[src/rtl/hpp_pkg.sv]
// Constants and types for the host parallel port
package hpp_pkg;
  localparam logic [7:0] HPP_OFS_CTRL = 8'h00;
  localparam logic [7:0] HPP_OFS_IRQEN = 8'h04;
  localparam logic [7:0] HPP_OFS_STAT = 8'h08;
  localparam logic [7:0] HPP_CTRL_RST = 8'h90;
  localparam logic [7:0] HPP_IRQEN_RST = 8'h00;
  localparam logic [1:0] HPP_MODE_IDX = 2'h0;
  localparam logic [1:0] HPP_MODE_MUX = 2'h1;
  localparam logic [1:0] HPP_MODE_DEMUX = 2'h2;
  localparam logic [1:0] HPP_END_LITTLE = 2'h0;
  localparam logic [1:0] HPP_END_BIG = 2'h1;
  localparam logic [1:0] HPP_END_MIXED = 2'h2;
  localparam logic [2:0] HPP_HA_FIFO = 3'h6;
  localparam logic [2:0] HPP_T_FIFO = 3'h3;
  localparam logic [2:0] HPP_T_LIN = 3'h4;
  localparam logic [2:0] HPP_T_NONE = 3'h5;
  localparam logic [2:0] HPP_T_IDX = 3'h6;
  typedef struct packed {
    logic irq_pol;
    logic direct_map;
    logic dual_phase;
    logic width16;
    logic [1:0] endian;
    logic [1:0] mode;
  } hpp_cfg_type;
  typedef struct packed {
    logic we;
    logic [15:0] addr;
    logic [31:0] wdata;
  } hpp_creq_type;
  typedef struct packed {
    logic cs_n;
    logic rd_n;
    logic wr_n;
    logic ale_lo;
    logic ale_hi;
    logic end_sel;
    logic [15:0] addr;
    logic [15:0] data;
  } hpp_pins_type;
endpackage : hpp_pkg

[src/rtl/hpp_top.sv]
// Host parallel port: pin decode, assemblers, FIFOs, APB config
module hpp_fifo2 #(
  parameter int W = 32
) (
  input wire logic pclk,
  input wire logic presetn,
  input wire logic in_valid,
  output logic in_ready,
  input wire logic [W-1:0] in_data,
  output logic out_valid,
  input wire logic out_ready,
  output logic [W-1:0] out_data
);
  // Head and tail registers so both sides see flop outputs
  logic tail_v_r;
  logic [W-1:0] tail_r;
  logic push;
  logic pop;
  assign push = in_valid & in_ready;
  assign pop = out_valid & out_ready;

  always_ff @(posedge pclk or negedge presetn) begin
    if (!presetn) begin
      out_valid <= 1'b0;
      out_data <= '0;
      tail_v_r <= 1'b0;
      tail_r <= '0;
      in_ready <= 1'b1;
    end else begin
      if (!out_valid || (pop && !tail_v_r)) begin
        out_valid <= push;
        if (push) out_data <= in_data;
      end else if (pop) begin
        out_data <= tail_r;
        tail_v_r <= 1'b0;
        in_ready <= 1'b1;
      end else if (push) begin
        tail_r <= in_data;
        tail_v_r <= 1'b1;
        in_ready <= 1'b0;
      end
    end
  end
endmodule : hpp_fifo2

module hpp_top (
  input wire logic pclk,
  input wire logic presetn,
  input wire logic psel,
  input wire logic penable,
  input wire logic pwrite,
  input wire logic [7:0] paddr,
  input wire logic [31:0] pwdata,
  output logic [31:0] prdata,
  output logic pready,
  output logic pslverr,
  input wire logic hp_cs_n,
  input wire logic hp_rd_n,
  input wire logic hp_wr_n,
  input wire logic hp_ale_lo,
  input wire logic hp_ale_hi,
  input wire logic hp_end_sel,
  input wire logic [15:0] hp_addr,
  input wire logic [15:0] hp_data_i,
  output logic [15:0] hp_data_o,
  output logic hp_data_oe,
  output logic hp_wait,
  output logic hp_irq,
  output logic core_req_valid,
  output hpp_pkg::hpp_creq_type core_req,
  input wire logic core_ack,
  input wire logic [31:0] core_rdata,
  output logic core_rx_valid,
  input wire logic core_rx_ready,
  output logic [31:0] core_rx_data,
  input wire logic core_tx_valid,
  output logic core_tx_ready,
  input wire logic [31:0] core_tx_data,
  input wire logic [7:0] irq_src
);
  typedef enum {ST_IDLE, ST_RD, ST_WR, ST_PUSH, ST_POP} hpp_state_type;

  hpp_state_type st_r;
  hpp_pkg::hpp_cfg_type cfg_r;
  logic [7:0] irq_en_r;
  hpp_pkg::hpp_pins_type s1_r, s2_r, s3_r, pins;
  logic [15:0] mux_a_r;
  logic [15:0] idx_r [0:2];
  logic [31:0] buf_r [0:4];
  logic [3:0] mask_r [0:4];
  logic dir_r [0:4];
  logic [13:0] lin_a_r;
  logic [2:0] pt_r;
  logic [1:0] pl0_r, pl1_r;
  logic [3:0] pm_r;
  logic push_v_r;
  logic [31:0] push_d_r;
  logic tx_v, tx_pop;
  logic [31:0] tx_d;
  logic rx_in_ready;

  function automatic logic [1:0] lane(input logic [1:0] b, input logic [1:0] e);
    case (e)
      hpp_pkg::HPP_END_BIG: lane = b ^ 2'h3;
      hpp_pkg::HPP_END_MIXED: lane = b ^ 2'h2;
      default: lane = b;
    endcase
  endfunction : lane

  function automatic logic [15:0] pick(input logic [31:0] w, input logic [1:0] a,
                                       input logic [1:0] b, input logic w16);
    pick = {w16 ? w[b*8+:8] : 8'h00, w[a*8+:8]};
  endfunction : pick

  // Two-flop synchroniser plus an edge-detect flop on every host pin
  assign pins = '{cs_n: hp_cs_n, rd_n: hp_rd_n, wr_n: hp_wr_n, ale_lo: hp_ale_lo,
                  ale_hi: hp_ale_hi, end_sel: hp_end_sel, addr: hp_addr, data: hp_data_i};
  always_ff @(posedge pclk or negedge presetn) begin
    if (!presetn) begin
      s1_r <= '{cs_n: 1'b1, rd_n: 1'b1, wr_n: 1'b1, default: '0};
      s2_r <= '{cs_n: 1'b1, rd_n: 1'b1, wr_n: 1'b1, default: '0};
      s3_r <= '{cs_n: 1'b1, rd_n: 1'b1, wr_n: 1'b1, default: '0};
    end else begin
      s1_r <= pins;
      s2_r <= s1_r;
      s3_r <= s2_r;
    end
  end

  logic ev_rd, ev_wr, rd_end;
  assign ev_rd = s3_r.rd_n & ~s2_r.rd_n & ~s2_r.cs_n;
  // Write data sampled at strobe release, when it is surely settled
  assign ev_wr = ~s3_r.wr_n & s2_r.wr_n & ~s3_r.cs_n;
  assign rd_end = s2_r.rd_n | s2_r.cs_n;

  // address latch, one or two phases
  always_ff @(posedge pclk or negedge presetn) begin
    if (!presetn) begin
      mux_a_r <= 16'h0000;
    end else if (cfg_r.mode == hpp_pkg::HPP_MODE_MUX) begin
      if (s3_r.ale_lo && !s2_r.ale_lo) begin
        if (cfg_r.dual_phase) mux_a_r[7:0] <= s2_r.data[7:0];
        else mux_a_r <= s2_r.data;
      end
      if (cfg_r.dual_phase && s3_r.ale_hi && !s2_r.ale_hi) mux_a_r[15:8] <= s2_r.data[7:0];
    end
  end

  // Access decode
  logic [15:0] ev_a;
  logic [1:0] ev_e, bo, l0, l1;
  logic [2:0] tgt;
  logic [1:0] pn;
  logic first, full;
  logic [3:0] lm, m_nxt;
  logic [31:0] wb_nxt;
  logic [15:0] caddr;
  always_comb begin
    ev_a = (cfg_r.mode == hpp_pkg::HPP_MODE_MUX) ? mux_a_r : s2_r.addr;
    ev_e = (cfg_r.mode == hpp_pkg::HPP_MODE_DEMUX) ? {1'b0, s2_r.end_sel} : cfg_r.endian;
    bo = {ev_a[1], ev_a[0] & ~cfg_r.width16};
    l0 = lane(bo, ev_e);
    l1 = lane(bo | 2'h1, ev_e);
    pn = ev_a[4:3];
    tgt = hpp_pkg::HPP_T_LIN;
    // direct mapping bypasses the index pairs
    if (cfg_r.mode == hpp_pkg::HPP_MODE_IDX && !cfg_r.direct_map) begin
      if (ev_a[4:2] == hpp_pkg::HPP_HA_FIFO) tgt = hpp_pkg::HPP_T_FIFO;
      else if (ev_a[4:2] > hpp_pkg::HPP_HA_FIFO || ev_a[15:5] != 11'h000) tgt = hpp_pkg::HPP_T_NONE;
      else if (!ev_a[2]) tgt = hpp_pkg::HPP_T_IDX;
      else tgt = {1'b0, pn};
    end
    lm = (4'h1 << l0) | (cfg_r.width16 ? (4'h1 << l1) : 4'h0);
    first = 1'b1;
    m_nxt = lm;
    wb_nxt = 32'h0000_0000;
    caddr = {ev_a[15:2], 2'b00};
    if (tgt < hpp_pkg::HPP_T_NONE) begin
      first = (mask_r[tgt] == 4'h0) || (dir_r[tgt] != ev_wr) ||
              (tgt == hpp_pkg::HPP_T_LIN && lin_a_r != ev_a[15:2]);
      m_nxt = (first ? 4'h0 : mask_r[tgt]) | lm;
      wb_nxt = buf_r[tgt];
      wb_nxt[l0*8+:8] = s2_r.data[7:0];
      if (cfg_r.width16) wb_nxt[l1*8+:8] = s2_r.data[15:8];
      if (tgt < hpp_pkg::HPP_T_FIFO) caddr = {idx_r[tgt[1:0]][15:2], 2'b00};
    end
    full = &m_nxt;
  end

  // Host access sequencer
  always_ff @(posedge pclk or negedge presetn) begin
    if (!presetn) begin
      st_r <= ST_IDLE;
      for (int i = 0; i < 3; i++) idx_r[i] <= 16'h0000;
      for (int i = 0; i < 5; i++) begin
        buf_r[i] <= 32'h0000_0000;
        mask_r[i] <= 4'h0;
        dir_r[i] <= 1'b0;
      end
      lin_a_r <= 14'h0000;
      pt_r <= 3'h0;
      pl0_r <= 2'h0;
      pl1_r <= 2'h0;
      pm_r <= 4'h0;
      push_v_r <= 1'b0;
      push_d_r <= 32'h0000_0000;
      core_req_valid <= 1'b0;
      core_req <= '0;
      hp_data_o <= 16'h0000;
      hp_data_oe <= 1'b0;
      hp_wait <= 1'b0;
    end else begin
      if (rd_end) hp_data_oe <= 1'b0;
      case (st_r)
        ST_IDLE: begin
          if (ev_rd || ev_wr) begin
            pt_r <= tgt;
            pl0_r <= l0;
            pl1_r <= l1;
            pm_r <= lm;
            if (tgt < hpp_pkg::HPP_T_NONE) dir_r[tgt] <= ev_wr;
            if (tgt == hpp_pkg::HPP_T_LIN) lin_a_r <= ev_a[15:2];
          end
          if (ev_wr) begin
            if (tgt == hpp_pkg::HPP_T_IDX) begin
              // only the addressed pair's index moves
              if (l0 < 2'h2) idx_r[pn][l0*8+:8] <= s2_r.data[7:0];
              if (cfg_r.width16 && l1 < 2'h2) idx_r[pn][l1*8+:8] <= s2_r.data[15:8];
            end else if (tgt < hpp_pkg::HPP_T_NONE) begin
              buf_r[tgt] <= wb_nxt;
              mask_r[tgt] <= full ? 4'h0 : m_nxt;
              if (full && tgt == hpp_pkg::HPP_T_FIFO) begin
                push_d_r <= wb_nxt;
                push_v_r <= 1'b1;
                hp_wait <= 1'b1;
                st_r <= ST_PUSH;
              end else if (full) begin
                core_req <= '{we: 1'b1, addr: caddr, wdata: wb_nxt};
                core_req_valid <= 1'b1;
                hp_wait <= 1'b1;
                st_r <= ST_WR;
              end
            end
          end else if (ev_rd) begin
            hp_data_oe <= 1'b1;
            if (tgt == hpp_pkg::HPP_T_IDX) begin
              hp_data_o <= pick({16'h0000, idx_r[pn]}, l0, l1, cfg_r.width16);
            end else if (tgt == hpp_pkg::HPP_T_NONE) begin
              hp_data_o <= 16'h0000;
            end else if (first) begin
              hp_wait <= 1'b1;
              if (tgt == hpp_pkg::HPP_T_FIFO) begin
                st_r <= ST_POP;
              end else begin
                core_req <= '{we: 1'b0, addr: caddr, wdata: 32'h0000_0000};
                core_req_valid <= 1'b1;
                st_r <= ST_RD;
              end
            end else begin
              hp_data_o <= pick(buf_r[tgt], l0, l1, cfg_r.width16);
              mask_r[tgt] <= full ? 4'h0 : m_nxt;
            end
          end
        end
        ST_RD: begin
          if (core_ack) begin
            core_req_valid <= 1'b0;
            buf_r[pt_r] <= core_rdata;
            mask_r[pt_r] <= pm_r;
            hp_data_o <= pick(core_rdata, pl0_r, pl1_r, cfg_r.width16);
            hp_wait <= 1'b0;
            st_r <= ST_IDLE;
          end
        end
        ST_POP: begin
          if (tx_v) begin
            buf_r[pt_r] <= tx_d;
            mask_r[pt_r] <= pm_r;
            hp_data_o <= pick(tx_d, pl0_r, pl1_r, cfg_r.width16);
            hp_wait <= 1'b0;
            st_r <= ST_IDLE;
          end
        end
        ST_WR: begin
          if (core_ack) begin
            core_req_valid <= 1'b0;
            hp_wait <= 1'b0;
            st_r <= ST_IDLE;
          end
        end
        ST_PUSH: begin
          // Full FIFO holds the host in wait, no word dropped
          if (rx_in_ready) begin
            push_v_r <= 1'b0;
            hp_wait <= 1'b0;
            st_r <= ST_IDLE;
          end
        end
        default: st_r <= ST_IDLE;
      endcase
    end
  end

  // process data FIFOs, one per direction
  hpp_fifo2 #(.W(32)) u_rx (
    .pclk(pclk),
    .presetn(presetn),
    .in_valid(push_v_r),
    .in_ready(rx_in_ready),
    .in_data(push_d_r),
    .out_valid(core_rx_valid),
    .out_ready(core_rx_ready),
    .out_data(core_rx_data)
  );
  assign tx_pop = (st_r == ST_POP);
  logic tx_in_ready;
  hpp_fifo2 #(.W(32)) u_tx (
    .pclk(pclk),
    .presetn(presetn),
    .in_valid(core_tx_valid),
    .in_ready(tx_in_ready),
    .in_data(core_tx_data),
    .out_valid(tx_v),
    .out_ready(tx_pop),
    .out_data(tx_d)
  );
  assign core_tx_ready = tx_in_ready;

  always_ff @(posedge pclk or negedge presetn) begin
    if (!presetn) hp_irq <= 1'b0;
    else hp_irq <= ~(|(irq_src & irq_en_r) ^ cfg_r.irq_pol);
  end

  // APB slave, answers in the cycle after setup
  logic acc;
  assign acc = psel & ~penable & ~pready;
  always_ff @(posedge pclk or negedge presetn) begin
    if (!presetn) begin
      cfg_r <= hpp_pkg::HPP_CTRL_RST;
      irq_en_r <= hpp_pkg::HPP_IRQEN_RST;
      pready <= 1'b0;
      pslverr <= 1'b0;
      prdata <= 32'h0000_0000;
    end else begin
      pready <= acc;
      pslverr <= 1'b0;
      if (acc) begin
        prdata <= 32'h0000_0000;
        case (paddr)
          hpp_pkg::HPP_OFS_CTRL: begin
            if (pwrite) cfg_r <= pwdata[7:0];
            else prdata <= {24'h000000, cfg_r};
          end
          hpp_pkg::HPP_OFS_IRQEN: begin
            if (pwrite) irq_en_r <= pwdata[7:0];
            else prdata <= {24'h000000, irq_en_r};
          end
          hpp_pkg::HPP_OFS_STAT: begin
            pslverr <= pwrite;
            prdata <= {16'h0000, irq_src, 4'h0, tx_v, core_rx_valid, push_v_r, st_r != ST_IDLE};
          end
          default: pslverr <= 1'b1;
        endcase
      end
    end
  end
endmodule : hpp_top

[config.mk]
export PLATFORM = sky130hd
export DESIGN_NAME = hpp_top
export DESIGN_NICKNAME = d
export VERILOG_FILES = /design/src/rtl/hpp_pkg.sv /design/src/rtl/hpp_top.sv
export SDC_FILE = /design/constraint.sdc
export NUM_CORES = 1
export LEC_CHECK = 0
export BUFFER_PORTS_ARGS = -buffer_cell sky130_fd_sc_hd__buf_2
export CORE_ASPECT_RATIO = 1.1
export CORE_MARGIN = 2
export CORE_UTILIZATION = 40
export DETAILED_ROUTE_END_ITERATION = 10
export HOLD_SLACK_MARGIN = 0.03
export SYNTH_ARGS = -nofsm -noshare
export SYNTH_HDL_FRONTEND = slang
export SYNTH_SLANG_ARGS = --single-unit
export TNS_END_PERCENT = 10
[constraint.sdc]
create_clock -name pclk -period 6.8 [get_ports pclk]
set_input_delay 1.02 -clock pclk [delete_from_list [all_inputs] [get_ports pclk]]
set_output_delay 1.02 -clock pclk [all_outputs]
set_load 0.05 [all_outputs]
# Word-level counts from Yosys, hierarchy flattened
# Cells that the tools add are included.
word_totals:
  register_bits: 673
  out_inout_bits: 137
  wordCells: 427
op_classes:
  n_addsub: 2
  order_cmp: 12
  eq_ne: 46
  shifts: 18
  muxes: 167
  bitwise: 36
  reduce_logical: 69
op_table:
  columns: ["operator", "n"]
  rows:
  - ["$mux W160", 5]
  - ["$mux W32", 24]
  - ["$mux W49", 10]
  - ["$bwmux W160", 3]
  - ["$pmux W160 S3", 1]
  - ["$mux W16", 17]
  - ["$shiftx A32 B6 Y8", 8]
  - ["$mux W48", 5]
  - ["$demux W32 S3", 2]
  - ["$mux W20", 9]
  - ["$pmux W32 S4", 1]
  - ["$bmux W32 S3", 1]
  - ["$bwmux W48", 2]
  - ["$pmux W16 S3", 2]
  - ["$neg A5 Y34", 2]
  - ["$shift A8 B34 Y16 const A", 2]
  - ["$shift A8 B34 Y32 const A", 2]
  - ["$shiftx A8 B34 Y16", 2]
  - ["$shiftx A8 B34 Y32", 2]
  - ["$bmux W16 S2", 2]
  - ["$bwmux W32", 2]
  - ["$demux W16 S2", 2]
  - ["$eq A32 B2 Y1 const B", 2]
  - ["$mux W8", 8]
  - ["other kinds (69)", 234]

# Longest topological paths before layout
# Gate-level depths: netlist of the first run.
logic_depth:
  word_depth: 26
  mapped_depth: 23

# Cells and area by module
# A second synthesis of the first run with hierarchy kept.
hier_totals:
  cells_unflattened: 3104
  hier_area_um2: 31998.2
by_module_without_submodules:
  columns: ["module", "instances", "cells_per_inst", "area_per_inst_um2", "seq_area_each_um2"]
  rows:
  - ["hpp_top", 1, 2600, 25954.9, 12300.5]
  - ["hpp_fifo2", 2, 252, 3021.6, 1677.9]

# Worst setup path before layout of the first run
# Ideal clock, no wire load.
synth_path:
  path_kind: "register to register"
  start: "register cfg_r[1] (netlist name)"
  end: "register core_req[40] (netlist name)"
  setup_ns: 0.127
  arrival_ns: 4.876
  required_time_ns: 6.673
  setup_slack_ns: 1.797
  stages_incl_launch_ff: 22
  cell_sequence: "dfrtp_1 -> nor2b_1 -> mux2i_1 -> inv_1 -> ha_1 -> clkbuf_1 -> nor2_1 -> nor2_1 -> mux2_2 -> clkbuf_1 -> inv_1 -> buf_1 -> clkbuf_1 -> ha_1 -> and2_1 -> clkbuf_1 -> nor2_1 -> a221oi_2 -> nand3_2 -> nand2_4 -> buf_6 -> mux2_1"
synth_between:
  elab_chain_cells: 21
synth_lines:
  columns: ["element", "line", "rtl"]
  rows:
  - ["from (decl)", "hpp_top.sv:84", "hpp_pkg::hpp_cfg_type cfg_r;"]
  - ["from (signal assigned)", "hpp_top.sv:339", "cfg_r <= hpp_pkg::HPP_CTRL_RST;"]
  - ["from (signal assigned)", "hpp_top.sv:351", "if (pwrite) cfg_r <= pwdata[7:0];"]
  - ["$eq A2 B1 Y1", "hpp_top.sv:159", "ev_a = (cfg_r.mode == hpp_pkg::HPP_MODE_MUX) ? mux_a_r : s2_r.addr;"]
  - ["$mux W16", "hpp_top.sv:159", null]
  - ["$gt A3 B3 Y1 / $reduce_bool A11 Y1 (equally long branches)", "hpp_top.sv:169", "else if (ev_a[4:2] > hpp_pkg::HPP_HA_FIFO || ev_a[15:5] != 11'h000) tgt = hpp_pkg::HPP_T_NONE;"]
  - ["$logic_or A1 B1 Y1", "hpp_top.sv:169", null]
  - ["$mux W3", "hpp_top.sv:169", null]
  - ["$mux W3", "hpp_top.sv:168", "if (ev_a[4:2] == hpp_pkg::HPP_HA_FIFO) tgt = hpp_pkg::HPP_T_FIFO;"]
  - ["$mux W3", "hpp_top.sv:167", "if (cfg_r.mode == hpp_pkg::HPP_MODE_IDX && !cfg_r.direct_map) begin"]
  - ["$not A3 Y4 (implied by the code)", "hpp_top.sv:179, hpp_top.sv:181", null]
  - ["[4 not listed]", null, null]
  - ["$logic_or A1 B1 Y1 (2 in series)", "hpp_top.sv:179", "first = (mask_r[tgt] == 4'h0) || (dir_r[tgt] != ev_wr) ||"]
  - ["$mux W4", "hpp_top.sv:181", "m_nxt = (first ? 4'h0 : mask_r[tgt]) | lm;"]
  - ["$or A4 B4 Y4", "hpp_top.sv:181", null]
  - ["$mux W4", "hpp_top.sv:178", "if (tgt < hpp_pkg::HPP_T_NONE) begin"]
  - ["$reduce_and A4 Y1", "hpp_top.sv:187", "full = &m_nxt;"]
  - ["$logic_and A1 B1 Y1", "hpp_top.sv:232", "if (full && tgt == hpp_pkg::HPP_T_FIFO) begin"]
  - ["$ne A2 B2 Y1 (no line)", null, null]
  - ["$reduce_and A9 Y1 (no line)", null, null]
  - ["to (signal assigned)", "hpp_top.sv:238", "core_req <= '{we: 1'b1, addr: caddr, wdata: wb_nxt};"]
  - ["to (signal assigned)", "hpp_top.sv:255", "core_req <= '{we: 1'b0, addr: caddr, wdata: 32'h0000_0000};"]
  - ["to (decl)", "hpp_top.sv:70", "output hpp_pkg::hpp_creq_type core_req,"]
# Several ways; a longest one is shown, not always the timed one. The select of a mux whose other input is x is not followed.
# A chain may end at the register's enable or synchronous reset.

# Worst setup path after layout of the first run
layout_path:
  start: "register cfg_r[0] (netlist name)"
  end: "register core_req[8] (netlist name)"
layout_between:
  elab_chain_cells: 21
layout_lines:
  columns: ["element", "line"]
  rows:
  - ["$eq A2 B1 Y1", "hpp_top.sv:159"]
  - ["$mux W16", "hpp_top.sv:159"]
  - ["$gt A3 B3 Y1 / $reduce_bool A11 Y1 (equally long branches)", "hpp_top.sv:169"]
  - ["$logic_or A1 B1 Y1", "hpp_top.sv:169"]
  - ["$mux W3", "hpp_top.sv:169"]
  - ["$mux W3", "hpp_top.sv:168"]
  - ["$mux W3", "hpp_top.sv:167"]
  - ["$not A3 Y4 (implied by the code)", "hpp_top.sv:179, hpp_top.sv:181, hpp_top.sv:182"]
  - ["[4 not listed]", null]
  - ["$logic_or A1 B1 Y1 (2 in series)", "hpp_top.sv:179"]
  - ["$mux W4", "hpp_top.sv:181"]
  - ["$or A4 B4 Y4", "hpp_top.sv:181"]
  - ["$mux W4", "hpp_top.sv:178"]
  - ["$reduce_and A4 Y1", "hpp_top.sv:187"]
  - ["$logic_and A1 B1 Y1", "hpp_top.sv:232"]
  - ["$ne A2 B2 Y1 (no line)", null]
  - ["$reduce_and A9 Y1 (no line)", null]
# Several ways; a longest one is shown, not always the timed one. The select of a mux whose other input is x is not followed.

==> results of run 1 <==
-- placed cells by master (no fill, tap or decap), drive strengths merged, types with 15 or more instances in the layout --
master,n
dfrtp,612
nand2,353
buf,338
o21ai,264
a21oi,183
a22oi,149
nor2,143
o211ai,135
mux2,122
mux2i,113
a22o,107
clkbuf,96
inv,95
o22ai,89
nand3,86
o22a,57
o221ai,43
nor3,34
a32oi,32
mux4,28
nand2b,18
a211oi,18
conb,18
clkinv,17
ha,16
a31oi,15
-- cell families (layout without fill, tap and decap cells) --
family,after synthesis,count (layout),synth area share (%)
AOI/OAI and AO/OA,1147,1147,24.6
buffers and inverters,357,558,4.59
xor gates and xnor gates,13,13,0.359
other,1,20,0.0118
and+or+nand+nor,731,731,10.5
adders and majority gates,16,16,0.631
muxes,263,263,9.93
DFF,625,625,49.4
-- state kept, by name, indices dropped and copies added, names as in the netlist, 2 cells and up --
| register | flops |
|---|---|
| buf_r | 160 |
| cfg_r | 8 |
| core_req | 47 |
| dir_r | 5 |
| hp_data_o | 16 |
| idx_r | 48 |
| irq_en_r | 8 |
| lin_a_r | 14 |
| mask_r | 20 |
| mux_a_r | 16 |
| pl0_r | 2 |
| pm_r | 4 |
| prdata | 16 |
| pt_r | 3 |
| push_d_r | 32 |
| s1_r | 38 |
| s2_r | 38 |
| s3_r | 5 |
| st_r | 3 |
| u_rx.out_data | 32 |
| u_rx.tail_r | 32 |
| u_tx.out_data | 32 |
| u_tx.tail_r | 32 |
-- power by group through the flow --
stage                     combinational, uW  sequential [uW]  clock (uW)
final                                  2280             4570        4080
after detailed placement               2260             4620           0
after floorplan                        1380             4650           0
after CTS                              2260             4550        4150
after global routing                   2440             4610        4300
after global placement                 2230             4600           0
-- metrics by stage --
| stage | setup slack [ns] | std cells | total power (uW) | utilization [%] |
|---|---|---|---|---|
| 4_1_cts | 1.63 | 4416 | 11000 | 46.5 |
| 3_5_place_dp | 1.65 | 4287 | 6870 | 43.3 |
| 2_1_floorplan | 1.80 | 3170 | 6030 | - |
| 3_3_place_gp | 1.71 | 4287 | 6830 | 43.3 |
| 6_report | 1.55 | 4418 | 10900 | 46.5 |
| 5_1_grt | 1.23 | 4416 | 11400 | 46.5 |
-- layout make-up --
class                      instances  area share [%]
timing repair buffer             338            5.38
tap                             1045            3.57
antenna                            2          0.0137
clock inverter                    33            1.19
clock buffer                      96            5.62
sequential                       625            42.8
inverter                          91           0.934
multi-input combinational       2188            40.5
-- critical path: cells and delay by family (launching register included) --
family	cells	cell delay, ns
buffers and inverters	3	1.08
AOI/OAI and AO/OA	5	2.07
and+or+nand+nor	5	0.75
muxes	1	0.55
DFF	1	0.50
-- per-layer routing --
layer,share of wire (%),track usage [%],wire length [um],vias to the layer above
li1,-,-,-,12100
met1,40,36.9,45700,13800
met2,46,43.3,52600,1448
met3,9.2,5.81,10600,303
met4,5.4,14.3,6270,2
met5,0.014,0,16,-
-- path summary, 6_finish.rpt --
kind,from,endpoint,cells after the start
max in group asynchronous,presetn,prdata[9]$_DFFE_PN0P_,2
min in group asynchronous,presetn,u_rx.out_data[7]$_DFFE_PN0P_,1
setup / recovery,cfg_r[0]$_DFFE_PN0P_,core_req[8]$_DFFE_PN0P_,14
hold reg to reg,s1_r[21]$_DFF_PN0_,s2_r[21]$_DFF_PN0_,0
setup reg to reg,cfg_r[0]$_DFFE_PN0P_,core_req[8]$_DFFE_PN0P_,14
hold / removal,s1_r[21]$_DFF_PN0_,s2_r[21]$_DFF_PN0_,0
==> results_dict.tcl, run 1 <==
set metrics [dict create \
    p_seq_share_pct 41.8 \
    netlist_area_um2 31700 \
    yosys_warnings 0 \
    drc 0 \
    cts_tree "yes" \
    critPathSlowestCell "a31oi_4" \
    irDropWorstVdd_mv 0.229 \
    fin_area_um2 36600 \
    netlist.area_leader.share_pct 48.3 \
    drive_gt1_share_pct 19.7 \
    synthTopCellsByArea "dfrtp_1 (48%), nand2_1 (4.2%), mux2_2 (4.0%)" \
    tns_ns 0 \
    dpl.hpwl_mm 79.8 \
    p_switching_uw 3590 \
    slew_headroom_pct 16.1 \
    place_area_um2 34100 \
    cp_common_cell "buf_4" \
    wl_mm 115 \
    rsz0062_at_grt "no" \
    path_cells "nor2b_2 -> buf_4 -> mux2_2 -> o311ai_1 -> a31oi_4 -> buf_4 -> nand2_1 -> nand3_1 -> a32oi_1 -> a221oi_2 -> nand3_2 -> buf_4 -> nand3_1 -> o21ai_0" \
    fin_crit_sh_pct 77.2 \
    synth_area_leader_cell "dfrtp_1" \
    fin_hold_ws_ns 0.341 \
    skew_ns 0.0232 \
    grt_pass1_vias 26500 \
    clkPwrFrac_pct 37.3 \
    ys_seq_elements 625 \
    p_int_uw 7340 \
    grt_first_pass_wirelength_mm 173 \
    synth-main-ff-cell "dfrtp_1" \
    ctsHtreeMaxLevel 3 \
    cts.repair.resized 0 \
    numCtsBuffers 70 \
    synth_cell_types 85 \
    grt_usage_pct 27.9 \
    io_pins 295 \
    grt.overflow.total 0 \
    tightestPinTransition_ns 1.25 \
    fillCellCount 7523 \
    grt_max_degree 167 \
    finalSetupViolCount 0 \
    netlist_top_cells_count "dfrtp_1 (612), nand2_1 (352), o21ai_0 (241)" \
    cp.arrival_ns 5.71 \
    ant_nets 0 \
    coreArea_um2 78600 \
    period_needed_ns 5.25 \
    cts_sinks 625 \
    initial_utilization_pct 40.3 \
    nets 3488 \
    routed-via-count 27600 \
    reg2reg_slack_ns 1.55 \
    fmax_ghz 0.190 \
    start_kind "flip-flop" \
    dr.pass1.iters 8 \
    place_congestion 0.969 \
    leakagePower_uw 0.0157 \
    avgSynthCellArea_um2 10.1 \
    layout-area-overhead-vs-synth_pct 15.4 \
    worstPathMaxFanout 65 \
    dieArea_um2 81500 \
    ys_seq_area_share_pct 49.4 \
    slew_viol_final 0 \
    drt-vias-per-instance 6.25 \
    initialDrtViolationCount 3268 \
    synth_edf_count 0 \
    register_area_um2 15700 \
    clk_pin_slew_ns 0.06 \
    clockBufferDepth 3 \
    port_buffers 252 \
    multi_input_area_um2 14800 \
    antenna_found_initial 1 \
    crit_type "flip-flop to flip-flop" \
    status "finished clean" \
    die-height_um 299 \
    wl_per_cell_um 26.1 \
    crit_path_end_kind "flip-flop" \
    cp_data_required_time_ns 7.26 \
    powerDensity_nw_per_um2 299 \
    hold_viol 0 \
    cp_slowest_stage_delay_ns 0.89 \
    cts_root_buffer "clkbuf_16" \
    fp-row-count 108 \
    yosysMostFrequentCell "dfrtp_1" \
    async_reset_ff_share_pct 100 \
    cap_violations 0 \
    die_w_um 272 \
    syn_inst 3153 \
    comb_power_share_pct 20.9 \
    swShare_pct 32.9 \
    postCtsSetupBuffers 0 \
    hold_buffers 0 \
    clk_latency_ns 0.63 \
    min_path_type "flip-flop to flip-flop" \
]
Note: power is estimated with default switching activity, not from simulation.
==> inputs of run 2 (changes only) <==
ABC_AREA = 1   (was unset)
clock period = 5 ns   (was 6.8 ns; I/O delays follow)
==> run 2 against run 1 <==
Setup slack got worse by 1.3 ns. Wire length rose by 15%. Via count increased by 20%. Sequential share of layout area is 2.9 points lower. First-iteration DRC count grew 22%. Critical path type unchanged. Largest cell class unchanged. Largest power group is now combinational cells.
==> results_dict.tcl, run 2 <==
set metrics [dict create \
    reg2reg_slack_ns 0.26 \
    fp-row-count 112 \
    cap_violations 0 \
    place_congestion 1.01 \
    start_kind "flip-flop" \
    largest_registers "buf_r: 160 flops, idx_r: 48 flops, core_req: 47 flops" \
    leakagePower_uw 0.0184 \
    async_reset_ff_share_pct 100 \
    clockBufferDepth 3 \
    largest_reg_flops 160 \
    dieArea_um2 87700 \
    numCtsBuffers 70 \
    fmax_ghz 0.211 \
    dpl.hpwl_mm 95.1 \
    synth_edf_count 0 \
    die-height_um 310 \
    cts_sinks 625 \
    cp_slowest_stage_delay_ns 0.47 \
    grt_max_degree 124 \
    r2r_end "push_d_r[17]$_DFFE_PN0P_" \
    grt_usage_pct 30.2 \
    layout-area-overhead-vs-synth_pct 15.0 \
    top_register "buf_r" \
    irDropWorstVdd_mv 0.327 \
    netlist_area_um2 34100 \
    slew_viol_final 0 \
    synth_cell_types 59 \
    worstPathMaxFanout 49 \
    drc 0 \
    avgSynthCellArea_um2 7.60 \
    cp_data_required_time_ns 5.53 \
    path_cells "inv_2 -> nand2_4 -> o21ai_2 -> o21ai_0 -> nand3_1 -> nand2_2 -> buf_12 -> inv_1 -> nand2_1 -> buf_4 -> inv_1 -> nand4_1 -> inv_6 -> nand3_4 -> nand2_1 -> nand2_1" \
    clk_latency_ns 0.65 \
    ys_seq_elements 625 \
    coreArea_um2 84600 \
    finalSetupViolCount 0 \
    antenna_cells 0 \
    cp.arrival_ns 5.26 \
    drt-vias-per-instance 5.64 \
    yosysMostFrequentCell "nand2_1" \
    crit_path_end_kind "flip-flop" \
    status "finished clean" \
    synth_area_leader_cell "dfrtp_1" \
    wl_per_cell_um 22.7 \
    powerDensity_nw_per_um2 540 \
    cts_tree "yes" \
    postCtsSetupBuffers 0 \
    io_pins 295 \
    rsz0062_at_grt "yes" \
    clk_pin_slew_ns 0.06 \
    skew_ns 0.0327 \
    grt_first_pass_wirelength_mm 198 \
    routed-via-count 33000 \
    grt.overflow.total 0 \
    r2r_cells 16 \
    netlist.area_leader.share_pct 44.9 \
    total_power_uw 21200 \
    mostFrequentLayoutCell "nand2_1" \
    hold_viol 0 \
    ant_nets 0 \
    synth-main-ff-cell "dfrtp_1" \
    period_needed_ns 4.74 \
    synthTopCellsByArea "dfrtp_1 (45%), nand2_1 (11%), o21ai_0 (5.9%)" \
    startpoint "cfg_r[1]$_DFFE_PN0P_" \
    die_w_um 283 \
    cp_common_cell "nand2_1" \
    crit_type "flip-flop to flip-flop" \
    dp_cells 5722 \
    final_cells 5851 \
    ys_seq_area_share_pct 45.9 \
    wl_mm 133 \
    drive_gt1_share_pct 12.0 \
    grt_pass1_vias 30500 \
    tightestPinTransition_ns 1.21 \
    rr_startpoint "cfg_r[1]$_DFFE_PN0P_" \
    initialDrtViolationCount 3987 \
    min_path_type "input port to async pin" \
    ctsHtreeMaxLevel 3 \
    dr.pass1.iters 6 \
    port_buffers 252 \
    cts_root_buffer "clkbuf_16" \
    antenna_found_initial 3 \
    critPathSlowestCell "dfrtp_1" \
    yosys_warnings 0 \
    netlist_top_cells_count "nand2_1 (987), dfrtp_1 (612), inv_1 (523)" \
    layout.cells.most_common_list "nand2_1 (981), dfrtp_1 (612), inv_1 (523)" \
    fin_hold_ws_ns 0.132 \
    initial_utilization_pct 40.3 \
    slew_headroom_pct 18.6 \
    fin_crit_sh_pct 94.7 \
    syn_inst 4491 \
    nets 4828 \
]
[run 2: cell types whose count changed after synthesis, moves of 61 or more]
cell / before / now
nand2_1: 352 / 987
inv_1: 90 / 523
nor2_1: 141 / 361
nand3_1: 84 / 253
o21ai_0: 241 / 399
mux2_2: 112 / 0
mux2i_1: 112 / 5
a21oi_1: 178 / 278
a22o_1: 107 / 16
nand4_1: 7 / 68
o22ai_1: 89 / 150
[run 2: worst max-delay path, delay by kind of cell, from the launching register on]
family / cells / cell delay [ns]
compound gates: 2 / 0.60
buf+inv: 6 / 1.70
flops: 1 / 0.47
simple gates: 8 / 1.78
[run 2: repair_timing]
action | CTS | global route
endpoints found under the setup margin | 27 | 71
pin swaps | 0 | 1
hold buffers | 0 | 0
gates resized for setup | 1 | 3
[run 2: stage by stage]
step	util [%]	setup TNS, ns	area, um2	setup slack (ns)
after floorplan	-	0	34200	0.435
after global placement	43.3	0	36600	0.0310
after detailed placement	43.3	-0.225	36600	-0.0316
after CTS	46.4	0	39300	0.143
after global routing	46.4	-1.35	39300	-0.0762
final	46.4	0	39300	0.263
[run 2: worst max-delay path by stage]
| stage | end | slack (ns) | cells after the start |
|---|---|---|---|
| 6_report | push_d_r[17]$_DFFE_PN0P_ | 0.26 | 16 |
| 5_1_grt | push_d_r[8]$_DFFE_PN0P_ | -0.08 | 19 |
| 4_1_cts | push_d_r[17]$_DFFE_PN0P_ | 0.14 | 21 |
| 3_5_place_dp | push_d_r[22]$_DFFE_PN0P_ | -0.03 | 21 |
| 3_3_place_gp | push_d_r[24]$_DFFE_PN0P_ | 0.03 | 21 |
| 2_1_floorplan | buf_r[5]$_DFFE_PN0P_ | 0.44 | 23 |
[run 2: cell type report]
cell class | count | area (um2)
fillers | 8679 | 45400
flip-flops and latches | 625 | 15700
multi-input cells | 3045 | 15200
repair buffers | 359 | 2240
inverters | 553 | 2080
clock buffers | 92 | 2010
well taps | 1140 | 1430
clock inverters | 37 | 607
[run 2: where the power goes]
part / internal (uW) / switching [uW] / total [uW]
clock network: 3540 / 2300 / 5840
registers: 6480 / 756 / 7240
logic: 2260 / 5870 / 8130
[run 2: cells by family after synthesis]
family / Yosys count / synth area share, %
AOI/OAI and AO/OA: 1238 / 21.8
buffers and inverters: 838 / 9.90
and+or+nand+nor: 1755 / 21.4
xor gates and xnor gates: 13 / 0.334
adders and majority gates: 16 / 0.586
DFF: 625 / 45.9
other: 1 / 0.0110
muxes: 5 / 0.147
[run 2: routing by layer]
layer	vias up	wire length, um	global-route usage [%]
li1	15400	-	-
met4	4	8520	17.2
met2	1589	57300	44.9
met1	15700	55300	40.8
met3	360	11900	6.37
met5	-	27	0
